## src/verilog/dtio_pkg.sv

```systemverilog
package dtio_pkg;
localparam int CLK_HZ = 125_000_000;
localparam int MS_PER_S = 1000;
localparam int CLK_PER_MS = CLK_HZ / MS_PER_S;
localparam int MS_DIV_W = 17;
localparam int WORD_B = 4;
localparam int N_PIN = 5;
localparam int N_OUT = 10;
localparam int N_VDI = 4;
localparam int COND_W = 44;
localparam int DIG_W = 4;
// filter and ready times in ms
localparam logic [6:0] FILT_MS_MAX = 7'h64;
localparam logic [6:0] FILT_MS_RST = 7'h0a;
localparam logic [14:0] READY_MS_MAX = 15'h7530;
localparam logic [14:0] READY_MS_RST = 15'h03e8;
localparam int PIN_RUN = 0;
localparam int PIN_DIR = 1;
localparam int PIN_STOP = 2;
localparam int IDX_RELAY1 = 2;
localparam int IDX_RELAY2 = 3;
localparam int IDX_CARD_LO = 4;
localparam int IDX_CARD_HI = 7;
localparam int FIT_CARD = 0;
localparam int FIT_RELAY2 = 1;
localparam logic [7:0] FC_NONE = 8'h00;
localparam logic [7:0] FC_ANY_FAULT = 8'h03;
localparam logic [7:0] FC_RSV_A = 8'h18;
localparam logic [7:0] FC_RSV_LO = 8'h1d;
localparam logic [7:0] FC_RSV_HI = 8'h1f;
localparam logic [7:0] FC_LAST = 8'h2b;
localparam logic [15:0] VSRC_RST01 = 16'h0600;
localparam logic [15:0] VSRC_RST2 = 16'h0700;
localparam logic [15:0] VSRC_RST3 = 16'h4400;
localparam logic [7:0] REG_STATUS = 8'h00;
localparam logic [7:0] REG_FSEL0 = 8'h04;
localparam logic [7:0] REG_FILT = 8'h2c;
localparam logic [7:0] REG_READY = 8'h30;
localparam logic [7:0] REG_PROT = 8'h34;
localparam logic [7:0] REG_VCTL = 8'h38;
localparam logic [7:0] REG_VSRC0 = 8'h3c;
localparam logic [7:0] REG_FIT = 8'h4c;
localparam logic [7:0] REG_INSTAT = 8'h50;

typedef enum logic [1:0] {ST_WAIT = 2'b00, ST_STOP = 2'b01, ST_RUN = 2'b11, ST_BLOCK = 2'b10} dtio_run_e;

typedef struct packed {
   logic run;
   logic reverse;
} dtio_cmd_s;

typedef struct packed {
   logic [N_PIN-1:0] s1;
   logic [N_PIN-1:0] s2;
   logic [N_PIN-1:0] s3;
   logic [N_PIN-1:0] filt;
   logic [N_PIN-1:0][6:0] fcnt;
   logic [MS_DIV_W-1:0] div;
   logic tick;
   logic [14:0] rcnt;
   dtio_run_e st;
   logic run_prev;
   logic run;
   logic rev;
   logic [N_OUT-1:0][7:0] fsel;
   logic [6:0] filt_ms;
   logic [14:0] ready_ms;
   logic prot;
   logic [15:0] vctl;
   logic [N_VDI-1:0][15:0] vsrc;
   logic [1:0] fit;
   logic [N_OUT-1:0] outs;
   logic [N_VDI-1:0] vin;
   logic waitreq;
   logic [31:0] rdata;
} dtio_state_s;
endpackage : dtio_pkg

```

## src/verilog/dtio_top.sv

```systemverilog
module dtio_top #(
   parameter int CLK_PER_MS = dtio_pkg::CLK_PER_MS
) (
   input wire logic clk_sys,
   input wire logic reset,
   input wire logic [dtio_pkg::N_PIN-1:0] term_pins,
   input wire logic [dtio_pkg::COND_W-1:0] drive_cond,
   input wire logic [7:0] avs_address,
   input wire logic avs_read,
   input wire logic avs_write,
   input wire logic [31:0] avs_writedata,
   output logic [31:0] avs_readdata,
   output logic avs_waitrequest,
   output logic [dtio_pkg::N_OUT-1:0] out_state,
   output logic [dtio_pkg::N_VDI-1:0] virtual_in,
   output dtio_pkg::dtio_cmd_s drive_cmd
);

   localparam logic [dtio_pkg::MS_DIV_W-1:0] DIV_LAST = dtio_pkg::MS_DIV_W'(CLK_PER_MS - 1);

   dtio_pkg::dtio_state_s r;
   dtio_pkg::dtio_state_s n;
   logic [dtio_pkg::N_OUT-1:0] present;
   logic [31:0] rd_mux;
   logic req;
   logic press;

   // reserved and unassigned codes select nothing
   function automatic logic sel_cond(input logic [7:0] code, input logic [dtio_pkg::COND_W-1:0] vec);
      logic hit;
      hit = 1'b0;
      if (code != dtio_pkg::FC_NONE && code != dtio_pkg::FC_RSV_A && code <= dtio_pkg::FC_LAST
          && !(code >= dtio_pkg::FC_RSV_LO && code <= dtio_pkg::FC_RSV_HI))
      begin
         hit = vec[code[5:0]];
      end
      return hit;
   endfunction : sel_cond

   function automatic logic [7:0] reg_addr(input logic [7:0] base, input int idx);
      return base + 8'(idx * dtio_pkg::WORD_B);
   endfunction : reg_addr

   always_comb
   begin
      n = r;
      req = avs_read | avs_write;
      present = '1;
      rd_mux = '0;
      // timebase for filter and ready timers
      n.tick = (r.div == DIV_LAST);
      n.div = n.tick ? '0 : r.div + 1'b1;
      // pin synchronisers, first stage read only by the second
      n.s1 = term_pins;
      n.s2 = r.s1;
      n.s3 = r.s2;
      for (int i = 0; i < dtio_pkg::N_PIN; i++)
      begin
         if (r.s2[i] == r.s3[i] && r.s3[i] != r.filt[i])
         begin
            if (r.fcnt[i] >= r.filt_ms)
            begin
               n.filt[i] = r.s3[i];
               n.fcnt[i] = '0;
            end
            else if (r.tick)
            begin
               n.fcnt[i] = r.fcnt[i] + 1'b1;
            end
         end
         else
         begin
            n.fcnt[i] = '0;
         end
      end

      if (r.st == dtio_pkg::ST_WAIT && r.tick && r.rcnt < r.ready_ms)
      begin
         n.rcnt = r.rcnt + 1'b1;
      end

      press = r.filt[dtio_pkg::PIN_RUN] & ~r.run_prev;
      n.run_prev = r.filt[dtio_pkg::PIN_RUN];
      unique case (r.st)
         dtio_pkg::ST_WAIT:
         begin
            if (r.rcnt >= r.ready_ms)
            begin
               // run active at power-on is refused when protection is set
               if (r.filt[dtio_pkg::PIN_RUN] && r.prot)
               begin
                  n.st = dtio_pkg::ST_BLOCK;
               end
               else if (r.filt[dtio_pkg::PIN_RUN] && r.filt[dtio_pkg::PIN_STOP])
               begin
                  n.st = dtio_pkg::ST_RUN;
               end
               else
               begin
                  n.st = dtio_pkg::ST_STOP;
               end
            end
         end
         dtio_pkg::ST_BLOCK:
         begin
            if (!r.filt[dtio_pkg::PIN_RUN])
            begin
               n.st = dtio_pkg::ST_STOP;
            end
         end
         dtio_pkg::ST_STOP:
         begin
            if (press && r.filt[dtio_pkg::PIN_STOP])
            begin
               n.st = dtio_pkg::ST_RUN;
            end
         end
         dtio_pkg::ST_RUN:
         begin
            if (!r.filt[dtio_pkg::PIN_STOP])
            begin
               n.st = dtio_pkg::ST_STOP;
            end
         end
      endcase
      n.run = (n.st == dtio_pkg::ST_RUN);
      n.rev = r.filt[dtio_pkg::PIN_DIR];

      for (int k = 0; k < dtio_pkg::N_VDI; k++)
      begin
         n.vin[k] = (r.vctl[k*dtio_pkg::DIG_W +: dtio_pkg::DIG_W] == '0) && sel_cond(r.vsrc[k][7:0], drive_cond);
      end

      present[dtio_pkg::IDX_CARD_HI:dtio_pkg::IDX_CARD_LO] = {4{r.fit[dtio_pkg::FIT_CARD]}};
      present[dtio_pkg::IDX_RELAY2] = r.fit[dtio_pkg::FIT_RELAY2];
      for (int j = 0; j < dtio_pkg::N_OUT; j++)
      begin
         n.outs[j] = present[j] & sel_cond(r.fsel[j], drive_cond);
      end

      // register read decode; unmapped words read zero
      // status word in output order
      if (avs_address == dtio_pkg::REG_STATUS)
      begin
         rd_mux = 32'(r.outs);
      end
      if (avs_address == dtio_pkg::REG_FILT)
      begin
         rd_mux = 32'(r.filt_ms);
      end
      if (avs_address == dtio_pkg::REG_READY)
      begin
         rd_mux = 32'(r.ready_ms);
      end
      if (avs_address == dtio_pkg::REG_PROT)
      begin
         rd_mux = 32'(r.prot);
      end
      if (avs_address == dtio_pkg::REG_VCTL)
      begin
         rd_mux = 32'(r.vctl);
      end
      if (avs_address == dtio_pkg::REG_FIT)
      begin
         rd_mux = 32'(r.fit);
      end
      if (avs_address == dtio_pkg::REG_INSTAT)
      begin
         rd_mux = 32'({r.vin, r.rev, r.run, r.st, r.filt});
      end
      for (int j = 0; j < dtio_pkg::N_OUT; j++)
      begin
         if (avs_address == reg_addr(dtio_pkg::REG_FSEL0, j))
         begin
            rd_mux = 32'(r.fsel[j]);
         end
      end
      for (int k = 0; k < dtio_pkg::N_VDI; k++)
      begin
         if (avs_address == reg_addr(dtio_pkg::REG_VSRC0, k))
         begin
            rd_mux = 32'(r.vsrc[k]);
         end
      end

      // one wait cycle, then the access completes on the edge that sees waitrequest low
      if (req && r.waitreq)
      begin
         n.waitreq = 1'b0;
         n.rdata = rd_mux;
      end
      else if (req)
      begin
         n.waitreq = 1'b1;
         if (avs_write)
         begin
            // times above the documented maximum clamp to it; write bits above the 7- or 15-bit field are dropped first
            if (avs_address == dtio_pkg::REG_FILT)
            begin
               n.filt_ms = (avs_writedata[6:0] > dtio_pkg::FILT_MS_MAX) ? dtio_pkg::FILT_MS_MAX : avs_writedata[6:0];
            end
            if (avs_address == dtio_pkg::REG_READY)
            begin
               n.ready_ms = (avs_writedata[14:0] > dtio_pkg::READY_MS_MAX) ? dtio_pkg::READY_MS_MAX
                                                                           : avs_writedata[14:0];
            end
            if (avs_address == dtio_pkg::REG_PROT)
            begin
               n.prot = avs_writedata[0];
            end
            if (avs_address == dtio_pkg::REG_VCTL)
            begin
               n.vctl = avs_writedata[15:0];
            end
            if (avs_address == dtio_pkg::REG_FIT)
            begin
               n.fit = avs_writedata[1:0];
            end
            for (int j = 0; j < dtio_pkg::N_OUT; j++)
            begin
               if (avs_address == reg_addr(dtio_pkg::REG_FSEL0, j))
               begin
                  n.fsel[j] = avs_writedata[7:0];
               end
            end
            for (int k = 0; k < dtio_pkg::N_VDI; k++)
            begin
               if (avs_address == reg_addr(dtio_pkg::REG_VSRC0, k))
               begin
                  n.vsrc[k] = avs_writedata[15:0];
               end
            end
         end
      end
   end

   always_ff @(posedge clk_sys or posedge reset)
   begin
      if (reset)
      begin
         r <= '0;
         r.st <= dtio_pkg::ST_WAIT;
         r.filt_ms <= dtio_pkg::FILT_MS_RST;
         r.ready_ms <= dtio_pkg::READY_MS_RST;
         // relay one defaults to any fault
         r.fsel[dtio_pkg::IDX_RELAY1] <= dtio_pkg::FC_ANY_FAULT;
         r.vsrc[0] <= dtio_pkg::VSRC_RST01;
         r.vsrc[1] <= dtio_pkg::VSRC_RST01;
         r.vsrc[2] <= dtio_pkg::VSRC_RST2;
         r.vsrc[3] <= dtio_pkg::VSRC_RST3;
         r.waitreq <= 1'b1;
      end
      else
      begin
         r <= n;
      end
   end

   assign avs_readdata = r.rdata;
   assign avs_waitrequest = r.waitreq;
   assign out_state = r.outs;
   assign virtual_in = r.vin;
   assign drive_cmd.run = r.run;
   assign drive_cmd.reverse = r.rev;
endmodule : dtio_top

```

## config.mk

```make
export PLATFORM = sky130hd
export DESIGN_NAME = dtio_top
export DESIGN_NICKNAME = d
export VERILOG_FILES = /design/src/verilog/dtio_pkg.sv /design/src/verilog/dtio_top.sv
export SDC_FILE = /design/constraint.sdc
export NUM_CORES = 1
export LEC_CHECK = 0
export CORE_ASPECT_RATIO = 1.25
export CORE_MARGIN = 2
export CORE_UTILIZATION = 45
export CTS_BUF_LIST = sky130_fd_sc_hd__clkbuf_8
export CTS_CLUSTER_SIZE = 28
export DETAILED_ROUTE_END_ITERATION = 6
export DONT_BUFFER_PORTS = 1
export MAX_ROUTING_LAYER = met4
export PLACE_DENSITY_LB_ADDON = 0.1
export SLEW_MARGIN = 20
export SYNTH_ARGS = -nofsm -noshare
export SYNTH_HDL_FRONTEND = slang
export SYNTH_SLANG_ARGS = --single-unit
```

## constraint.sdc

```tcl
create_clock -name clk_sys -period 10.5 [get_ports clk_sys]
set_input_delay 1.05 -clock clk_sys [delete_from_list [all_inputs] [get_ports clk_sys]]
set_output_delay 1.05 -clock clk_sys [all_outputs]
set_load 0.03 [all_outputs]
```

Word-level counts from Yosys, hierarchy flattened

Cells that the tools add are included.

RAM bits: 0
Latch bits: 0
Memory bits (read-only): 0
Output and inout bits: 49
Flip-flop bits (word level): 325
Memories: 0
Logic and storage cells: 398

Magnitude comparators: 65
Shift operators: 0
Bitwise operators: 9
Divide/modulo/power cells: 0
Multiplexer cells: 90
$mul: 0
Eq/ne operators: 54
$add $sub $neg: 7
Reductions and logical operators: 130

Operators by type and width:

| operator                                                   | number |
|---|---|
| two-way mux 32 bit                                         | 20 |
| >= comparator 8 x 5 -> 1 bit, second input constant        | 14 |
| <= comparator 8 x 5 -> 1 bit, second input constant        | 14 |
| <= comparator 8 x 6 -> 1 bit, second input constant        | 14 |
| two-way mux 7 bit                                          | 16 |
| inequality test 8 x 5 -> 1 bit, second input constant      | 14 |
| nonzero test 8 bit                                         | 14 |
| less-than comparator 6 x 7 -> 1 bit, second input constant | 14 |
| binary-select mux 1 bit (select 6 bit)                     | 14 |
| AND reduction 4 bit                                        | 19 |
| logical AND 1 bit                                          | 71 |
| equality test 8 x 6 -> 1 bit, second input constant        | 8 |
| equality test 8 x 7 -> 1 bit, second input constant        | 5 |
| adder 7 x 1 -> 7 bit, second input constant                | 5 |
| >= comparator 7 bit                                        | 5 |
| equality test 8 x 5 -> 1 bit, second input constant        | 4 |
| two-way mux 1 bit                                          | 30 |
| adder 17 x 1 -> 17 bit, second input constant              | 1 |
| equality test 17 bit, second input constant                | 1 |
| two-way mux 17 bit                                         | 1 |
| equality test 8 x 4 -> 1 bit, second input constant        | 2 |
| logical NOT 4 bit                                          | 4 |
| adder 15 x 1 -> 15 bit, second input constant              | 1 |
| >= comparator 15 bit                                       | 1 |
| 21 further kinds                                           | 63 |

Longest topological paths before layout

Gate-level depths: netlist (run 1).

Word-level depth: 22
Mapped depth: 10

Worst setup path before layout (run 1)

OpenSTA, ideal clock, no wires.

Path kind: input-to-reg
Start: input avs_address[0]
End: register r[113] (netlist bit)
Path slack: 7.603 ns
Buffers on the path: 4
Stages on the path: 8
Setup time: 0.128 ns
Arrival: 2.769 ns
Cells stage by stage: buf_2 -> or4b_1 -> buf_2 -> nor2_1 -> buf_4 -> nand2_2 -> buf_2 -> mux2_1

Word-level cells in the longest chain between the ends: 2

RTL lines:

| item                                 | RTL line        | text |
|---|---|---|
| start: declaration                   | dtio_top.sv:8   | `input wire logic [7:0] avs_address,` |
| equality test 8 x 6 -> 1 bit         | dtio_top.sv:211 | `if (avs_address == dtio_pkg::REG_VCTL)` |
| AND reduction 4 bit (no source line) | n/a             |  |
| end signal: assignment               | dtio_top.sv:255 | `r <= n;` |
| end: declaration                     | dtio_top.sv:21  | `dtio_pkg::dtio_state_s r;` |

No other way between the ends.
A chain may end at the register's enable or synchronous reset.

Worst setup path after layout (run 1)

Start: input avs_address[6]
End: register r[57] (netlist bit)

Word-level cells in the longest chain between the ends: 2

RTL lines:

| item                                 | RTL line        | text |
|---|---|---|
| equality test 8 x 6 -> 1 bit         | dtio_top.sv:228 | `if (avs_address == reg_addr(dtio_pkg::REG_VSRC0, k))` |
| AND reduction 4 bit (no source line) | n/a             |  |

No other way between the ends.

==> metrics.md, run 1 <==
| Metric | Value |
|---|---|
| Post-DR wirelength/cell | `27.7 um` |
| # port buffers | `0` |
| Static leakage | `8.98 nW` |
| Final hold vios | `0` |
| Met2 routed WL | `33900 um` |
| Area contributors post-synth | `dfrtp_1, mux4_2, mux2_2` |
| Overall global routing resource usage | `29.1%` |
| Post-synth EDFFs | `0` |
| CTS tree | `built` |
| Hold slack | `0.334 ns` |
| Share of the synthesized area in the top cell type | `34.1%` |
| Cell Area, Placed | `21100 um2` |
| Hpwl dp | `48800 um` |
| Data required, critical path | `10.98 ns` |
| Critical Setup Path Class | `in -> reg` |
| CTS Buffer Depth | `3` |
| Share of post-route cells with drive strength above 1 | `24.7%` |
| Initial antenna violation count | `1` |
| Max Slew Vio Count | `0` |
| Horiz. Die Dim | `198 um` |
| DRT Pass-1 Iters | `5` |
| Post-route ant nets | `0` |
| Die Y-Extent | `247 um` |
| Layout Skew | `0.0477 ns` |
| Worst reg2reg path depth | `6` |
| VDD IR max | `95.3 uV` |
| Total power | `2.74 mW` |
| Ys Warns | `0` |
| CTS Buf Count | `49` |
| Met1 Wirelength | `26500 um` |
| Area delta synth->final | `4.80%` |
| Min-Delay Path Depth | `0` |
| Number of post-CTS setup repair buffers | `0` |
| Global-route wire length before repair | `104000 um` |
| Vias in the first global route | `16300` |
| Worst-Skew Late Latency | `0.62 ns` |
| Place WS | `6.78 ns` |
| Setup ws final | `7.27 ns` |
| Pwr/cell area | `124 nW/um2` |
| Critical Path Sink Type | `flip-flop` |
| CTS Sinks | `309` |
| # IOs | `142` |
| Met3 wire length | `5210 um` |
| Drc violations | `0` |
| Clk root buf | `clkbuf_8` |
| Final setup vio count | `0` |
| Non-Filler Instances | `2479` |
| # hold bufs at CTS | `0` |
| CORE AREA | `46400 um2` |
| GRT Residual Overflow | `0` |
| Routed WL | `68700 um` |
| Final Wtd Congestion | `0.937` |
| Distinct cell type count after synthesis | `86` |
| PostCTS Resize Cnt | `0` |
| Flops & latches, synth | `309` |
| Fmax | `310 MHz` |
| Netlist Area Pre-Place | `21200 um2` |
| Highest layer used for signal routing | `met4` |
| Rel. slew slack | `34.0%` |
| Asr flop ratio synth | `100%` |
| Utilization after layout | `47.9%` |
| Ys flop type | `dfrtp_1` |
| Post-route clock period utilization | `30.7%` |
| Syn Inst Count | `1942` |
| CTS clk-pin slew, worst paths | `0.07 ns` |
| Yosys top cell by area | `dfrtp_1` |
| Register area share after synthesis | `36.6%` |
| Max Cap Viol | `0` |
| CP arrival | `3.71 ns` |
| RSZ-0062 raised after global routing | `no` |
| Setup tns final | `0 ns` |
| Status | `completed` |
| Drt initial violations | `1331` |
| Largest net degree at the start of global routing | `104` |
| Dpl cells | `2388` |
| Worst setup SP type | `input pin` |
| Hold Path Class | `reg -> reg` |
| FF-to-FF Start | `r[176]$_DFFE_PP0P_` |
| Initial cell density of the core | `45.7%` |
| Vias | `16300` |
| Tmin final | `3.23 ns` |
| Post-route cell area | `22200 um2` |
| DR vias/cell | `6.59` |
| Die footprint | `48800 um2` |
| Avg Synthesized Cell Area | `10.9 um2` |
| Rows | `88` |
| Hold_sp | `n[319]$_DFF_PP0_` |
| Max FO, Critical Path | `17` |
| Worst Setup SP | `avs_address[6]` |
| Fin nets | `1959` |
| H-tree level count | `2` |
| Slew @ Worst Pin | `0.982 ns` |
## layout by cell type (no fill, tap or decap), types with 36 or more instances in the layout
| cell type | instances |
|---|---|
| mux2_2 | 154 |
| nor2_1 | 146 |
| clkbuf_8 | 62 |
| nand2_1 | 157 |
| mux4_2 | 162 |
| xnor2_1 | 38 |
| a21oi_1 | 66 |
| nand3_1 | 39 |
| nand4_1 | 36 |
| o21ai_0 | 90 |
| mux2i_1 | 40 |
| ha_1 | 57 |
| inv_1 | 67 |
| dfrtp_1 | 289 |
## sequential cells by signal, indices dropped and copies added (netlist names)
signal,flops
r,262
avs_waitrequest,1
avs_readdata,16
n,12
virtual_in,4
present,2
drive_cmd,2
out_state,10
## path summary, 6_finish.rpt
kind | to | slack [ns]
min in group asynchronous | n[318]$_DFF_PP0_ | 0.40
min | n[314]$_DFF_PP0_ | 0.33
min reg2reg | n[314]$_DFF_PP0_ | 0.33
max in group asynchronous | avs_readdata[12]$_DFFE_PP0P_ | 7.83
max | r[57]$_DFFE_PP0P_ | 7.27
max reg2reg | out_state[3]$_DFF_PP0_ | 7.82
## critical path: stages
cell and delay [ns]:
nand4bb_1 0.60, nor2_2 0.82, nand2_1 0.73, mux2_2 0.49
## cell type report
cell class | count | area [um2]
Clock inverter | 28 | 205
Antenna cell | 1 | 2.50
Multi-Input combinational cell | 1377 | 12300
Tap cell | 630 | 788
Clock buffer | 62 | 853
Timing Repair Buffer | 18 | 135
Inverter | 54 | 210
Sequential cell | 309 | 7760
Fill cell | 4280 | 24100
## routing by layer
| metal | up-vias | global-route usage, % |
|---|---|---|
| met4 | 0 | 12.1 |
| met2 | 788 | 48.4 |
| met5 | - | - |
| li1 | 7028 | - |
| met3 | 204 | 4.38 |
| met1 | 8323 | 35.5 |
## cell usage after synthesis (11+ instances only)
cell type,number
a31oi_1,16
buf_2,45
dfrtp_1,289
a221oi_1,20
ha_1,57
xnor2_1,38
a21oi_1,66
buf_4,49
a22oi_1,14
o211ai_1,14
a211oi_1,17
mux4_2,162
nand4_1,36
nor3_1,17
nand3b_1,18
a21o_1,13
nand2_1,157
a22o_1,11
mux2_2,154
clkbuf_1,109
mux2i_1,40
inv_1,53
o21ai_0,91
xor2_1,28
dfstp_2,20
buf_1,13
nor2_1,146
o22ai_1,13
nand3_1,39
## power by group
group	internal, mW	switching [mW]	leakage, nW
Sequential	1.23	0.104	4.08
Clock	0.607	0.497	0.606
Combinational	0.151	0.151	4.29
Total	1.99	0.752	8.98
## cells by family (layout without fill, tap and decap cells)
family | after synthesis | in the layout | share of synthesized area, %
multiplexers | 360 | 360 | 27.5
AO/OA/AOI/OAI | 373 | 373 | 12.0
XOR/XNOR | 66 | 66 | 2.73
adder cells (fa/ha/maj) | 57 | 57 | 3.37
flip-flops | 309 | 309 | 36.6
buffers and inverters | 271 | 162 | 5.97
other | 1 | 17 | 0.0177
AND/OR/NAND/NOR | 505 | 505 | 11.8
No activity file was read; power rests on OpenSTA's default activity.
==> run 2, diff against run 1 <==
clock period = 3 ns   (was 10.5 ns; I/O delays follow)
==> run 2 against run 1 <==
Compared with the run above:
- the run now ends with design-rule violations left
- worst hold slack worse by 0.29 ns
- critical endpoint is now r[238]$_DFFE_PP0P_
- clock-buffer cell count down 2
- setup slack worse by 6.9 ns
- sequential share of layout area down 0.78 points
- highest routed layer unchanged
- sequential power rose to 3.5 times the previous value
- utilization up 1.1 points
- largest power group unchanged
- global-route usage up 0.94 points
- register-to-register slack worse by 7.5 ns
==> metrics.md, run 2 (same netlist as run 1, synthesis figures left out) <==
| Metric | Value |
|---|---|
| Share of post-route cells with drive strength above 1 | `25.4% (+0.69 points)` |
| Failing checks | `design-rule violations` |
| Fmax | `376 MHz` |
| Seq pwr share | `49.2% (+0.4 points)` |
| Routed WL | `70400 um (+2.5%)` |
| Commonest non-fill, non-tap cell in the layout | `dfrtp_1` |
| Final Wtd Congestion | `0.951 (+1.5%)` |
| CTS tree | `built` |
| Rel. slew slack | `24.5% (-9.6 points)` |
| Part of the power in combinational logic | `12.3% (+1.3 points)` |
| Area delta synth->final | `7.20%` |
| Clock network power share | `38.5% (-1.7 points)` |
| Clk root buf | `clkbuf_8` |
| Hpwl dp | `50000 um (+2.5%)` |
| # IOs | `142 (unchanged)` |
| Die footprint | `48800 um2 (unchanged)` |
| Most frequent cells in the layout | `dfrtp_1, mux4_2, nand2_1` |
| Worst setup SP type | `flip-flop` |
| Filler cell count | `4248 (-0.75%)` |
| # hold bufs at CTS | `25 (+25)` |
| Place WS | `0.219 ns (-6.56 ns)` |
| Worst reg2reg setup slack | `0.34 ns (-7.48 ns)` |
| Fin nets | `2018 (+3.0%)` |
| DR vias/cell | `6.52 (-1.0%)` |
| FF-to-FF Start | `r[136]$_DFFE_PP1P_` |
| CTS Sinks | `309 (unchanged)` |
| Overall global routing resource usage | `30.0% (+0.94 points)` |
| RSZ-0062 raised after global routing | `no` |
| Max Slew Vio Count | `0 (unchanged)` |
| Drc violations | `2 (+2)` |
| Tmin final | `2.66 ns` |
| Final setup vio count | `0 (unchanged)` |
| Largest reg by FF count | `r` |
| VDD IR max | `387 uV (+310%)` |
| Largest net degree at the start of global routing | `71 (-32%)` |
| Die Y-Extent | `247 um (unchanged)` |
| Pint | `6.87 mW (+240%)` |
| Max Cap Viol | `0 (unchanged)` |
| Hold Path Class | `in -> reg` |
| CP arrival | `3.13 ns (-0.58 ns)` |
| Pwr/cell area | `418 nW/um2 (+240%)` |
| # port buffers | `0 (unchanged)` |
| Horiz. Die Dim | `198 um (unchanged)` |
| Slew @ Worst Pin | `1.13 ns (+0.147 ns)` |
| CTS Buffer Depth | `3 (unchanged)` |
| Drt initial violations | `1289 (-3.2%)` |
| H-tree level count | `2 (unchanged)` |
| Critical Path Sink Type | `flip-flop` |
| Final hold vios | `0 (unchanged)` |
| Vias in the first global route | `16600 (+2.1%)` |
| GRT Residual Overflow | `0 (unchanged)` |
| Status | `finished, violations left` |
| Initial cell density of the core | `45.7% (unchanged)` |
| Rows | `88 (unchanged)` |
| Initial antenna violation count | `4 (+3)` |
| Layout Skew | `0.0459 ns (-0.00177 ns)` |
| Hold_sp | `avs_writedata[0]` |
| Static leakage | `9.25 nW (+3.0%)` |
| PostCTS Resize Cnt | `0 (unchanged)` |
| Data required, critical path | `3.48 ns (-7.50 ns)` |
| Global-route wire length before repair | `107000 um (+2.9%)` |
| Vias | `16600 (+1.5%)` |
| Net Sw Frac | `27.8% (+0.37 points)` |
| CORE AREA | `46400 um2 (unchanged)` |
| Sw power | `2.64 mW (+250%)` |
| Worst reg2reg path depth | `7 (+1)` |
| Cell Area, Placed | `21400 um2 (+1.4%)` |
| R2R Path End | `r[238]$_DFFE_PP0P_` |
| Post-route cell area | `22700 um2 (+2.3%)` |
| Setup ws final | `0.344 ns (-6.93 ns)` |
| Max FO, Critical Path | `8 (-9)` |
| DRT Pass-1 Iters | `7 (+2)` |
| Post-DR wirelength/cell | `27.7 um (about the same)` |
| Number of post-CTS setup repair buffers | `0 (unchanged)` |
| Critical Setup Path Class | `reg -> reg` |
| Max reg flops | `262 (unchanged)` |
| CTS clk-pin slew, worst paths | `0.06 ns (about the same)` |
| CTS Buf Count | `49 (unchanged)` |
| Worst-Skew Late Latency | `0.62 ns (about the same)` |
| Min-Delay Path Depth | `2 (+2)` |
| Post-route ant nets | `0 (unchanged)` |
| Post-route clock period utilization | `88.5%` |
| Hold Path End | `r[113]$_DFFE_PP0P_` |
[run 2: worst max-delay path by stage]
stage                       startpoint                           to  slack, ns  depth (start not counted)
floorplan                        reset  avs_readdata[0]$_DFFE_PP0P_      -1.40                          1
global placement        avs_address[1]  avs_readdata[4]$_DFFE_PP0P_       0.21                          7
detailed placement      avs_address[1]  avs_readdata[4]$_DFFE_PP0P_       0.22                          7
CTS                 r[136]$_DFFE_PP1P_           r[238]$_DFFE_PP0P_       0.36                          7
global route        r[136]$_DFFE_PP1P_           r[244]$_DFFE_PP0P_       0.16                          8
finish              r[136]$_DFFE_PP1P_           r[238]$_DFFE_PP0P_       0.34                          7
[run 2: stage by stage]
| stage | cells | utilization [%] | TNS [ns] | total power [mW] | hold slack (ns) |
|---|---|---|---|---|---|
| after floorplan | 1957 | - | -409.50 | 5.69 | 0.331 |
| after global placement | 2422 | 46.3 | 0 | 5.81 | 0.331 |
| after detailed placement | 2422 | 46.3 | 0 | 5.83 | 0.331 |
| after CTS | 2534 | 49.0 | 0 | 9.60 | 0.00247 |
| after global routing | 2541 | 49.0 | 0 | 9.90 | 0.0244 |
| final | 2541 | 49.0 | 0 | 9.50 | 0.0391 |
[run 2: layout make-up]
type	count	area, um2	area share (%)
clock buffers	60	826	3.64
multi-input cells	1377	12300	53.9
flip-flops and latches	309	7760	34.2
repair buffers	77	701	3.08
well taps	630	788	3.47
diodes	7	17.5	0.0771
clock inverters	27	164	0.722
inverters	54	206	0.909
[run 2: power groups by stage]
stage / sequential, mW / clock, mW / combinational, mW
after floorplan: 4.48 / 0 / 1.20
after global placement: 4.74 / 0 / 1.07
after detailed placement: 4.75 / 0 / 1.08
after CTS: 4.68 / 3.76 / 1.17
after global routing: 4.70 / 3.95 / 1.26
final: 4.68 / 3.66 / 1.17
[run 2: worst max-delay path: stages, from the launching register on]
cell and delay [ns]:
dfstp_2 0.55, inv_1 0.05, ha_1 0.20, or4_1 0.53, a21oi_1 0.17, a221oi_1 0.15
nor3b_2 0.48, mux2_2 0.39
[run 2: metal layers]
layer  track usage, %  part of all wire (%)  up-vias
met4             15.3                   4.9        0
met5                -                     0        -
li1                 -                     -     7154
met3             4.74                   7.2      213
met1             35.9                    38     8427
met2             49.3                    50      786
==> run 3, diff against run 2 <==
CORE_UTILIZATION = 34   (was 45)
==> run 3 against run 2 <==
Compared with the run above:
- the flow still finishes with violations (design-rule violations)
- clock-buffer cell count rose by 6
- register-to-register slack barely moved
- global-route usage fell by 5.1 points
- cell count rose by 8.7%
- sequential power barely moved
- clock skew fell by 0.0097 ns
- die area rose by 32%
- wire length rose by 9.9%
- setup slack improved by 0.0086 ns
- sequential share of layout area fell by 0.71 points
- critical endpoint unchanged
- highest routed layer unchanged
==> metrics.md, run 3 (same netlist as run 1, synthesis figures left out) <==
| Metric | Value |
|---|---|
| Utilization after layout | `37.6% (-11 points)` |
| Pint | `6.99 mW (+1.8%)` |
| Rows | `102 (+16%)` |
| Non-Filler Instances | `2761 (+8.7%)` |
| Vias | `16500 (-0.21%)` |
| Vias in the first global route | `16500 (-0.73%)` |
| Number of post-CTS setup repair buffers | `0 (unchanged)` |
| Post-route clock period utilization | `88.2% (-0.29 points)` |
| Initial antenna violation count | `5 (+1)` |
| Critical Path Sink Type | `flip-flop` |
| Critical-path cell list | `inv_1, ha_1, or4_1, a21oi_1, a221oi_1, nor3b_2, mux2_2` |
| CTS Sinks | `309 (unchanged)` |
| Part of the power in combinational logic | `12.2% (about the same)` |
| Area delta synth->final | `9.47%` |
| Fin nets | `2028 (+0.50%)` |
| RSZ-0062 raised after global routing | `no` |
| CTS tree | `built` |
| Routed WL | `77400 um (+9.9%)` |
| Critical Setup Path Class | `reg -> reg` |
| Overall global routing resource usage | `24.9% (-5.1 points)` |
| Dpl cells | `2618 (+8.1%)` |
| Hold slack | `0.0416 ns (+0.00249 ns)` |
| Worst path bufs/invs | `1 (unchanged)` |
| DRT Pass-1 Iters | `7 (unchanged)` |
| CTS Buffer Depth | `3 (unchanged)` |
| Share of post-route cells with drive strength above 1 | `25.8% (+0.48 points)` |
| Initial cell density of the core | `34.3% (-11 points)` |
| GRT Residual Overflow | `0 (unchanged)` |
| CTS Buf Count | `53 (+8.2%)` |
| DR vias/cell | `5.99 (-8.2%)` |
| Rel. slew slack | `30.8% (+6.4 points)` |
| FF-to-FF Start | `r[136]$_DFFE_PP1P_` |
| CORE AREA | `61800 um2 (+33%)` |
| # port buffers | `0 (unchanged)` |
| CP arrival | `3.19 ns (+0.06 ns)` |
| Data required, critical path | `3.55 ns (+0.07 ns)` |
| Layout Skew | `0.0362 ns (-0.00970 ns)` |
| Clk root buf | `clkbuf_8` |
| Filler cell count | `6151 (+45%)` |
| Commonest non-fill, non-tap cell in the layout | `dfrtp_1` |
| Fmax | `378 MHz (+0.32%)` |
| Slew @ Worst Pin | `1.03 ns (-0.0954 ns)` |
| Sw power | `2.89 mW (+9.7%)` |
| Final setup vio count | `0 (unchanged)` |
| Global-route wire length before repair | `115000 um (+8.3%)` |
| # IOs | `142 (unchanged)` |
| Horiz. Die Dim | `227 um (+15%)` |
| Net Sw Frac | `29.3% (+1.5 points)` |
| Final Wtd Congestion | `0.916 (-3.6%)` |
| Drc violations | `7 (+5)` |
| Post-DR wirelength/cell | `28.0 um (+1.1%)` |
| VDD IR max | `256 uV (-34%)` |
| Largest reg by FF count | `r` |
| Most frequent cells in the layout | `dfrtp_1, mux4_2, nand2_1` |
| Max Slew Vio Count | `0 (unchanged)` |
| Largest net degree at the start of global routing | `93 (+31%)` |
| Cell Area, Placed | `21700 um2 (+1.0%)` |
| Seq pwr share | `47.4% (-1.8 points)` |
| Hpwl dp | `54700 um (+9.3%)` |
| Worst setup SP type | `flip-flop` |
| Post-route ant nets | `0 (unchanged)` |
| CP peak stage delay | `0.55 ns (about the same)` |
| Final hold vios | `0 (unchanged)` |
| Drt initial violations | `1503 (+17%)` |
| CP delay by family, top | `simple AND/OR/NAND/NOR gates` |
| Post-route cell area | `23200 um2 (+2.1%)` |
| Worst reg2reg path depth | `7 (unchanged)` |
| H-tree level count | `2 (unchanged)` |
| Clock network power share | `40.4% (+1.9 points)` |
| Worst reg2reg setup slack | `0.35 ns (about the same)` |
| Static leakage | `9.36 nW (+1.1%)` |
| Die Y-Extent | `283 um (+15%)` |
| Pwr/cell area | `426 nW/um2 (+1.9%)` |
| Status | `finished, violations left` |
| Hold Path Class | `in -> reg` |
| Max FO, Critical Path | `8 (unchanged)` |
| Failing checks | `design-rule violations` |
| Tmin final | `2.65 ns (-0.00859 ns)` |
| Worst-Skew Late Latency | `0.68 ns (+0.06 ns)` |
| Crit path to | `r[238]$_DFFE_PP0P_` |
| Levels on crit path | `7 (unchanged)` |
| Slowest CP cell | `dfstp_2` |
| Max reg flops | `262 (unchanged)` |
| R2R Path End | `r[238]$_DFFE_PP0P_` |
| CTS clk-pin slew, worst paths | `0.06 ns (about the same)` |
| Max Cap Viol | `0 (unchanged)` |
| Die footprint | `64300 um2 (+32%)` |
| Worst Setup SP | `r[136]$_DFFE_PP1P_` |
==> run 3: cell count changes in the layout (fill, tap and decap cells not counted) <==
cell	delta
bufinv_16	-1
clkinv_4	+1
dlygate4sd3_1	+8
diode_2	-1
inv_1	-3
buf_12	+4
nor4b_2	-1
clkinv_2	+8
inv_6	+1
clkinvlp_4	+1
buf_4	-6
clkbuf_8	+6
nor4b_4	+1
==> run 3: power by group through the flow <==
stage          Combinational, mW  Sequential (mW)  Clock, mW
4_1_cts                     1.21             4.69       4.10
3_3_place_gp                1.09             4.76          0
2_1_floorplan               1.20             4.48          0
3_5_place_dp                1.10             4.76          0
6_report                    1.20             4.69       4.00
5_1_grt                     1.31             4.71       4.30
==> run 3: what timing repair did <==
| action | CTS | global route |
|---|---|---|
| hold endpoints to repair | 197 | 0 |
| hold buffers | 37 | 0 |
| gates resized for setup | 0 | 0 |
==> run 3: cell type report <==
type	count	area [um2]	area share [%]
multi-input combinational	1377	12300	52.9
clock inverter	34	188	0.809
timing repair buffer	83	816	3.52
tap	832	1040	4.49
antenna	6	15.0	0.0647
clock buffer	66	908	3.92
sequential	309	7760	33.4
inverter	54	206	0.890
==> run 3: layer usage <==
| layer | part of all wire, % | up-vias | GRT usage (%) |
|---|---|---|---|
| li1 | - | 7188 | - |
| met1 | 39 | 8463 | 30.3 |
| met2 | 51 | 728 | 41.5 |
| met3 | 6.7 | 166 | 4.31 |
| met4 | 3.5 | 0 | 8.63 |
| met5 | 0 | - | - |
==> run 3: worst min path at each step <==
| stage | startpoint | endpoint | slack [ns] | cells past startpoint |
|---|---|---|---|---|
| 2_1_floorplan | n[315]$_DFF_PP0_ | n[310]$_DFF_PP0_ | 0.33 | 0 |
| 3_3_place_gp | reset | r[281]$_DFFE_PP0P_ | 0.33 | 1 |
| 3_5_place_dp | term_pins[0] | n[315]$_DFF_PP0_ | 0.33 | 0 |
| 4_1_cts | avs_write | avs_readdata[2]$_DFFE_PP0P_ | 0.001 | 3 |
| 5_1_grt | avs_write | avs_readdata[2]$_DFFE_PP0P_ | 0.002 | 3 |
| 6_report | avs_write | avs_readdata[2]$_DFFE_PP0P_ | 0.04 | 3 |
==> run 3: tightest hold or removal path, cell delays in order <==
cell,delay [ns]
o21ai_2,0.12
a21oi_1,0.18
nor3_1,0.07
==> run 3: stage by stage <==
| step | power, mW | worst slack (ns) | setup TNS [ns] |
|---|---|---|---|
| floorplan | 5.69 | -1.40 | -409.50 |
| global placement | 5.85 | 0.255 | 0 |
| detailed placement | 5.86 | 0.227 | 0 |
| CTS | 10.0 | 0.355 | 0 |
| global route | 10.3 | 0.163 | 0 |
| finish | 9.89 | 0.353 | 0 |
